==> src/rtl/sfs_pkg.sv <==
package sfs_pkg;
  // opcode patterns, single 16-bit word
  localparam logic [15:0] SET_OP_MASK   = 16'hfe00;
  localparam logic [15:0] SET_OP_VALUE  = 16'h6800;
  localparam logic [15:0] SLEEP_OPCODE  = 16'h0003;
  localparam int          ACC_BIT       = 8;
  // data values
  localparam logic [7:0]  ALL_ONES      = 8'hff;
  localparam logic [7:0]  WDT_CLEAR     = 8'h00;
  localparam logic [7:0]  INDEXED_LIMIT = 8'h5f;
  // access bank split: below 60 is gpr bank 0, 60 and up is sfr bank
  localparam logic [7:0]  ACCESS_SPLIT  = 8'h60;
  localparam logic [3:0]  SFR_BANK      = 4'hf;
  localparam logic [3:0]  GPR_BANK0     = 4'h0;
  // apb map
  localparam logic [11:0] ADDR_CTRL     = 12'h000;
  localparam logic [11:0] ADDR_STATUS   = 12'h004;
  localparam logic [11:0] ADDR_BANK_SEL = 12'h008;
  localparam logic [11:0] ADDR_FSR2     = 12'h00c;
  localparam logic [11:0] ADDR_LASTWR   = 12'h010;
  localparam int          CTRL_XINST    = 0;
  localparam int          CTRL_SETFLAGS = 1;
  localparam int          ST_TIMEOUT    = 0;
  localparam int          ST_POWERDOWN  = 1;
  localparam int          ST_SLEEPING   = 2;
  localparam int          ST_WDT_WAKE   = 3;
  // quarter-cycle phases
  typedef enum logic [3:0] {
    SFS_Q1 = 4'b0001,
    SFS_Q2 = 4'b0010,
    SFS_Q3 = 4'b0100,
    SFS_Q4 = 4'b1000
  } sfs_phase_e;
endpackage

==> src/rtl/sfs_addr_gen.sv <==
`timescale 1ns/100ps
// effective data-memory address for a byte-oriented file operand
module sfs_addr_gen (
  input  wire logic [7:0]  file_addr,
  input  wire logic        acc_sel,
  input  wire logic        xinst_en,
  input  wire logic [3:0]  bank_select_reg,
  input  wire logic [11:0] index_base,
  output logic      [11:0] eff_addr,
  output logic             indexed
);
  always_comb begin
    indexed = xinst_en && !acc_sel && (file_addr <= sfs_pkg::INDEXED_LIMIT); // RULE6
    if (indexed) begin
      eff_addr = index_base + {4'h0, file_addr}; // RULE6
    end else if (acc_sel) begin
      eff_addr = {bank_select_reg, file_addr}; // RULE5
    end else if (file_addr < sfs_pkg::ACCESS_SPLIT) begin
      eff_addr = {sfs_pkg::GPR_BANK0, file_addr}; // RULE5
    end else begin
      eff_addr = {sfs_pkg::SFR_BANK, file_addr}; // RULE5
    end
  end
endmodule // sfs_addr_gen

==> src/rtl/sfs_core.sv <==
`timescale 1ns/100ps
// Function
// RULE1 - the set-all-ones opcode takes an 8-bit file address and access bit and writes ff to that register.
// RULE2 - sleep clears the watchdog count and postscaler, sets the timeout flag and clears the powerdown flag.
// RULE3 - once sleep completes the core sits in the sleep state with its oscillator stopped.
// RULE4 - a watchdog wake-up from sleep clears the timeout flag.
// RULE5 - access bit 0 selects the access bank ignoring the bank select, access bit 1 uses the bank select.
// RULE6 - with extended instructions on and access bit 0, addresses up to 5f are indexed literal offsets.
// RULE7 - each opcode is decoded from its fixed word and runs in one cycle of decode, read/nop, process, write/sleep.
module sfs_core (
  input  wire logic        pclk,
  input  wire logic        presetn,
  input  wire logic        clk_en,
  // instruction issue, same clock domain
  input  wire logic [15:0] instr_word,
  input  wire logic        instr_valid,
  output logic             instr_ready,
  // wake events, from the watchdog timer or elsewhere, on the same clock
  input  wire logic        wdt_wake,
  input  wire logic        other_wake,
  // data memory write port
  output logic             mem_we,
  output logic      [11:0] mem_addr,
  output logic      [7:0]  mem_wdata,
  // watchdog and power
  output logic      [7:0]  watchdog_timer,
  output logic             wdt_post_clr,
  output logic             osc_run,
  output logic             timeout_flag,
  output logic             powerdown_flag,
  // apb slave
  input  wire logic        psel,
  input  wire logic        penable,
  input  wire logic        pwrite,
  input  wire logic [11:0] paddr,
  input  wire logic [31:0] pwdata,
  output logic      [31:0] prdata,
  output logic             pready,
  output logic             pslverr
);
  sfs_pkg::sfs_phase_e phase_q, phase_d;
  logic [15:0] ir_q, ir_d;
  logic        busy_q, busy_d;
  logic        sleep_q, sleep_d;
  logic        to_q, to_d;
  logic        pd_q, pd_d;
  logic        wwake_q, wwake_d;
  logic [7:0]  wdt_q, wdt_d;
  logic        post_q, post_d;
  logic        we_q, we_d;
  logic [11:0] addr_q, addr_d;
  logic [7:0]  wdata_q, wdata_d;
  logic        xinst_q, xinst_d;
  logic [3:0]  bank_sel_q, bank_sel_d;
  logic [11:0] fsr2_q, fsr2_d;
  logic [31:0] rdata_q, rdata_d;
  logic        err_q, err_d;
  logic [11:0] eff_addr;
  logic        indexed;
  logic        is_set;
  logic        is_sleep;
  logic        apb_wr;
  logic        apb_rd;

  // opcode pattern match on the held instruction
  function automatic logic match_set(input logic [15:0] w);
    return (w & sfs_pkg::SET_OP_MASK) == sfs_pkg::SET_OP_VALUE; // RULE7
  endfunction

  assign is_set   = match_set(ir_q); // RULE1
  assign is_sleep = (ir_q == sfs_pkg::SLEEP_OPCODE); // RULE7

  sfs_addr_gen u_addr (
    .file_addr       (ir_q[7:0]),
    .acc_sel         (ir_q[sfs_pkg::ACC_BIT]),
    .xinst_en        (xinst_q),
    .bank_select_reg (bank_sel_q),
    .index_base      (fsr2_q),
    .eff_addr        (eff_addr),
    .indexed         (indexed)
  );

  // accept a new word only at q1 while awake
  assign instr_ready = !sleep_q && !busy_q && (phase_q == sfs_pkg::SFS_Q1);
  assign apb_wr      = psel && penable && pwrite;
  assign apb_rd      = psel && !penable && !pwrite;

  // phase sequencer and execution
  always_comb begin
    phase_d = phase_q;
    ir_d    = ir_q;
    busy_d  = busy_q;
    sleep_d = sleep_q;
    to_d    = to_q;
    pd_d    = pd_q;
    wwake_d = wwake_q;
    wdt_d   = wdt_q;
    post_d  = 1'b0;
    we_d    = 1'b0;
    addr_d  = addr_q;
    wdata_d = wdata_q;
    if (sleep_q) begin
      // oscillator halted: phases frozen until a wake event
      if (wdt_wake) begin
        to_d    = 1'b0; // RULE4
        wwake_d = 1'b1; // RULE4
        sleep_d = 1'b0;
      end else if (other_wake) begin
        sleep_d = 1'b0;
      end
    end else begin
      case (phase_q)
        sfs_pkg::SFS_Q1: begin
          if (instr_valid) begin
            ir_d    = instr_word; // RULE7
            busy_d  = 1'b1;
            wwake_d = 1'b0;
          end
          if (instr_valid || busy_q) begin
            phase_d = sfs_pkg::SFS_Q2;
          end
        end
        sfs_pkg::SFS_Q2: begin
          phase_d = sfs_pkg::SFS_Q3; // read register or no operation
        end
        sfs_pkg::SFS_Q3: begin
          if (is_set) begin
            addr_d  = eff_addr; // RULE5
            wdata_d = sfs_pkg::ALL_ONES; // RULE1
          end
          phase_d = sfs_pkg::SFS_Q4;
        end
        sfs_pkg::SFS_Q4: begin
          wdt_d = wdt_q + 8'h01; // watchdog tick, one per instruction cycle
          if (is_set) begin
            we_d = 1'b1; // RULE1
          end else if (is_sleep) begin
            wdt_d   = sfs_pkg::WDT_CLEAR; // RULE2
            post_d  = 1'b1; // RULE2
            to_d    = 1'b1; // RULE2
            pd_d    = 1'b0; // RULE2
            sleep_d = 1'b1; // RULE3
          end
          busy_d  = 1'b0;
          phase_d = sfs_pkg::SFS_Q1; // RULE7
        end
        default: begin
          phase_d = sfs_pkg::SFS_Q1;
        end
      endcase
    end
    // software may restore both status flags; hardware events win
    if (apb_wr && (paddr == sfs_pkg::ADDR_CTRL) && pwdata[sfs_pkg::CTRL_SETFLAGS]) begin
      if (!(phase_q == sfs_pkg::SFS_Q4 && is_sleep && !sleep_q)) begin
        pd_d = 1'b1;
        if (!(sleep_q && wdt_wake)) begin
          to_d = 1'b1;
        end
      end
    end
  end

  always_ff @(posedge pclk or negedge presetn) begin
    if (!presetn) begin
      phase_q <= sfs_pkg::SFS_Q1;
      ir_q    <= 16'h0000;
      busy_q  <= 1'b0;
      sleep_q <= 1'b0;
      to_q    <= 1'b1;
      pd_q    <= 1'b1;
      wwake_q <= 1'b0;
      wdt_q   <= 8'h00;
      post_q  <= 1'b0;
      we_q    <= 1'b0;
      addr_q  <= 12'h000;
      wdata_q <= 8'h00;
    end else if (clk_en) begin
      phase_q <= phase_d;
      ir_q    <= ir_d;
      busy_q  <= busy_d;
      sleep_q <= sleep_d;
      to_q    <= to_d;
      pd_q    <= pd_d;
      wwake_q <= wwake_d;
      wdt_q   <= wdt_d;
      post_q  <= post_d;
      we_q    <= we_d;
      addr_q  <= addr_d;
      wdata_q <= wdata_d;
    end
  end

  // apb register file
  always_comb begin
    xinst_d = xinst_q;
    bank_sel_d = bank_sel_q;
    fsr2_d  = fsr2_q;
    rdata_d = rdata_q;
    err_d   = 1'b0;
    if (apb_wr) begin
      if (paddr == sfs_pkg::ADDR_CTRL) begin
        xinst_d = pwdata[sfs_pkg::CTRL_XINST];
      end else if (paddr == sfs_pkg::ADDR_BANK_SEL) begin
        bank_sel_d = pwdata[3:0];
      end else if (paddr == sfs_pkg::ADDR_FSR2) begin
        fsr2_d = pwdata[11:0];
      end else if (paddr != sfs_pkg::ADDR_STATUS && paddr != sfs_pkg::ADDR_LASTWR) begin
        err_d = 1'b1;
      end
    end else if (apb_rd) begin
      if (paddr == sfs_pkg::ADDR_CTRL) begin
        rdata_d = {31'h00000000, xinst_q};
      end else if (paddr == sfs_pkg::ADDR_STATUS) begin
        rdata_d = {28'h0000000, wwake_q, sleep_q, pd_q, to_q};
      end else if (paddr == sfs_pkg::ADDR_BANK_SEL) begin
        rdata_d = {28'h0000000, bank_sel_q};
      end else if (paddr == sfs_pkg::ADDR_FSR2) begin
        rdata_d = {20'h00000, fsr2_q};
      end else if (paddr == sfs_pkg::ADDR_LASTWR) begin
        rdata_d = {11'h000, indexed, wdt_q, addr_q};
      end else begin
        rdata_d = 32'h00000000;
      end
    end
    if (psel && !penable && !pwrite) begin
      err_d = !(paddr == sfs_pkg::ADDR_CTRL || paddr == sfs_pkg::ADDR_STATUS || paddr == sfs_pkg::ADDR_BANK_SEL
                || paddr == sfs_pkg::ADDR_FSR2 || paddr == sfs_pkg::ADDR_LASTWR);
    end else if (psel && penable && !pwrite) begin
      err_d = err_q;
    end
  end

  always_ff @(posedge pclk or negedge presetn) begin
    if (!presetn) begin
      xinst_q <= 1'b0;
      bank_sel_q <= 4'h0;
      fsr2_q  <= 12'h000;
      rdata_q <= 32'h00000000;
      err_q   <= 1'b0;
    end else if (clk_en) begin
      xinst_q <= xinst_d;
      bank_sel_q <= bank_sel_d;
      fsr2_q  <= fsr2_d;
      rdata_q <= rdata_d;
      err_q   <= err_d;
    end
  end

  // outputs straight from flops, except pready (tied high), pslverr (combinational) and instr_ready (decoded from phase, busy and sleep)
  assign mem_we         = we_q;
  assign mem_addr       = addr_q;
  assign mem_wdata      = wdata_q;
  assign watchdog_timer = wdt_q;
  assign wdt_post_clr   = post_q;
  assign osc_run        = !sleep_q; // RULE3
  assign timeout_flag   = to_q;
  assign powerdown_flag = pd_q;
  assign prdata         = rdata_q;
  assign pready         = 1'b1;
  assign pslverr        = psel && penable && (pwrite ? err_d : err_q);
endmodule // sfs_core

==> config.mk <==
export PLATFORM = sky130hd
export DESIGN_NAME = sfs_core
export DESIGN_NICKNAME = d
export VERILOG_FILES = /design/src/rtl/sfs_pkg.sv /design/src/rtl/sfs_addr_gen.sv /design/src/rtl/sfs_core.sv
export SDC_FILE = /design/constraint.sdc
export NUM_CORES = 1
export LEC_CHECK = 0
export ABC_AREA = 1
export ABC_CLOCK_PERIOD_IN_PS = 2300
export BUFFER_PORTS_ARGS = -buffer_cell sky130_fd_sc_hd__buf_2
export CAP_MARGIN = 30
export CORE_ASPECT_RATIO = 1.4
export CORE_UTILIZATION = 46
export CTS_BUF_LIST = sky130_fd_sc_hd__clkbuf_16
export CTS_CLUSTER_SIZE = 16
export DETAILED_ROUTE_END_ITERATION = 10
export PLACE_DENSITY = 0.81
export SLEW_MARGIN = 30
export SYNTH_ARGS = -nofsm -noshare
export SYNTH_HDL_FRONTEND = slang
export SYNTH_SLANG_ARGS = --single-unit
==> constraint.sdc <==
create_clock -name pclk -period 2.3 [get_ports pclk]
set_input_delay 0.115 -clock pclk [delete_from_list [all_inputs] [get_ports pclk]]
set_output_delay 0.115 -clock pclk [all_outputs]
set_load 0.01 [all_outputs]
==> out/metrics.cfg <==
[finish]
multiInputGateArea_um2=2295
nFillCells=953
drive_gt1_frac=0.2115
syn2layout_area_growth_pct=19.90
regArea_um2=2181
layout.nets=840
post-route-util=0.5722
diodes=0

[yosys]
synth_area_um2=4992
async_flop_share=1.000
yosys_warnings=0
syn_avg_cell_area_um2=7.704
synth_cells=648
synth-seq-cells=87
synthTopCellsByArea=dfrtp_1, nand2_1, inv_1
ys_types=42
synth_ff_type=dfrtp_1
synth.largest_area_cell=dfrtp_1
seq_area_frac_synth=0.4368
synth-edff-count=0
yosysTopAreaCellShare=0.4211

[setup_path]
cp-end-kind=flop
arrival_ns=2.20
max_stage_delay_ns=0.45
path_common_cell=nand3_1
cp_max_fo=4
required_ns=2.56
r2r_start=ir_q[0]
cp-start-kind=flop
cpMaxStageDelayCell=fa_1
critPathKind=flop to flop
cp-startpoint=ir_q[0]
critical_path.cell_chain=ha_1 > fa_1 > nand3_1 > nand3_1 > nand2_1 > nand2_1 > nand3_1 > nand3_1 > a21oi_1

[grt]
gr-total-overflow=0
grt_usage=0.2349
grt_pass1_vias=4587
grt_pass1_wl_um=21220
grt_max_degree=60
antenna_found_initial=0

[timing]
min_period_ns=1.935
report.final.slew_viol_count=0
setup_viol=0
finalHoldViolations=0
skew_ns=0.005588
finalCritPeriodShare=0.8413
max_freq_mhz=516.8
rsz0062_at_grt=no
fin_setup_tns_ns=0
finalWorstSetupSlack_ns=0.3651

[power]
p_per_area_nw_per_um2=786.1
switching_share=0.3467
cellLeakagePower_nw=3.334
p_total_mw=4.705
p_sw_mw=1.631
p_seq_frac=0.442
p_clk_frac=0.310
power_frac_comb=0.248
internal_power_mw=3.074
vdd_drop_max_mv=0.5189

[clocking]
cts.htree.levels=3
cts.sinks=87
clockBufferDepth=2
cts-root-buf=clkbuf_16
cts_inserted_buffers=9
cts_resized=0
clk_latency_ns=0.34
cts_tree=built
clk_pin_slew_ns=0.06
post_cts_buffers=0

[job]
cap_violations=0

[drt]
via_per_inst=5.226
first_pass_iters=5
vias=4724
first_iter_violations=381
drtAntennaViolNets=0
post_drt_wl_per_cell_um=14.17
wl_um=12810
drc_errors=0

[hold_path]
worstHoldStart=instr_word[4]
hp-class=primary input to flop

[outcome]
outcome=finished clean

[die]
core_um2=10460
start_util=0.4773
ios=137
die_height_um=125.3
row_count=44
die_w_um=90.05
die_area_um2=11280

[placement]
io_buffers=104
gp_congestion=0.9126
post-place-ws_ns=0.4130
post-dp-hpwl_um=9657

## critical path, delay by kind of cell (launching register included)
family	cells	cell delay (ns)
adder cells (fa/ha/maj)	2	0.71
AND/OR/NAND/NOR	6	0.61
flip-flops	1	0.42
AO/OA/AOI/OAI	1	0.13
## power groups by stage
stage	sequential (mW)	combinational [mW]	clock (mW)
final	2.08	1.17	1.46
after detailed placement	2.10	1.13	0
after global routing	2.11	1.33	1.54
after floorplan	2.06	0.778	0
after CTS	2.07	1.17	1.48
after global placement	2.09	1.11	0
## per-layer routing
layer,up-vias,track usage,routed length (um)
li1,2291,-,-
met1,2204,0.2786,5122
met2,176,0.4055,6434
met3,53,0.02555,591
met4,0,0.1471,659
met5,-,0,0
## flip-flops by register name, indices dropped and copies added, names as in the netlist, 4 cells and up
signal,count
phase_q,4
bank_sel_q,4
watchdog_timer,8
mem_addr,12
prdata,21
ir_q,16
fsr2_q,12
## kinds of logic (layout without fill, tap and decap cells)
kind of cell | after synthesis | in the layout | share of synthesized area
buf+inv | 117 | 225 | 0.1110
simple gates | 330 | 330 | 0.3088
xor+xnor | 4 | 4 | 0.007019
flops | 87 | 87 | 0.4368
other cells | 2 | 12 | 0.001504
compound gates | 98 | 98 | 0.1083
fa+ha+maj | 10 | 10 | 0.02657
## metrics by stage
step / std cells / hold WS, ns / cell area, um^2
after floorplan: 658 / -0.1806 / 5030
after global placement: 874 / 0.06780 / 5549
after detailed placement: 874 / 0.07243 / 5549
after CTS: 904 / 0.004265 / 5986
after global routing: 904 / 0.001368 / 5986
final: 904 / 0.01140 / 5986
## cell type report
type,count,area share
repair buffers,123,0.1191
inverters,86,0.05477
flip-flops and latches,87,0.3643
multi-input cells,454,0.3834
well taps,138,0.02885
clock buffers,9,0.03763
clock inverters,7,0.01191
## cell usage after synthesis (5+ instances only)
library cell	count
nand2_1	176
dfrtp_1	84
inv_1	80
nand3_1	53
o21ai_0	47
nor2_1	46
a21oi_1	33
buf_4	22
nand4_1	18
ha_1	9
nor3_1	8
buf_2	7
nor2_4	7
nand3b_1	5
## final timing paths
path | to | slack, ns | depth (start not counted)
hold reg to reg | prdata[5] | 0.47 | 1
setup reg to reg | mem_addr[10] | 0.37 | 9
hold / removal | ir_q[4] | 0.01 | 3
max in group asynchronous | phase_q[0] | 1.37 | 3
min in group asynchronous | prdata[19] | 0.25 | 2
setup / recovery | mem_addr[10] | 0.37 | 9
## cells in the final DEF, fill, tap and decap left out, types with 2 or more instances in the layout
master,instances
nor2_4,7
buf_4,5
dfstp_2,3
o21ai_2,3
buf_2,103
a31oi_1,2
clkinvlp_4,2
inv_1,80
a21oi_2,4
nand2_4,2
a21o_1,4
clkinv_1,2
nand3_4,2
o21ai_0,47
inv_6,3
xor2_1,2
nand2_2,4
nand3b_1,5
nand3_1,53
conb_1,12
dfrtp_1,84
or2_2,2
nor2_1,46
nand2_1,176
xnor2_1,2
dlygate4sd3_1,14
nand4_1,18
ha_1,9
inv_2,4
nor3_2,3
a21oi_1,33
nor3_1,8
clkbuf_16,9
## repair_timing
item | 4_1_cts | 5_1_grt
endpoints found under the setup margin | 0 | 0
hold buffers | 14 | 0
endpoints found under the hold margin | 39 | 0
(Power assumes the default switching activity.)
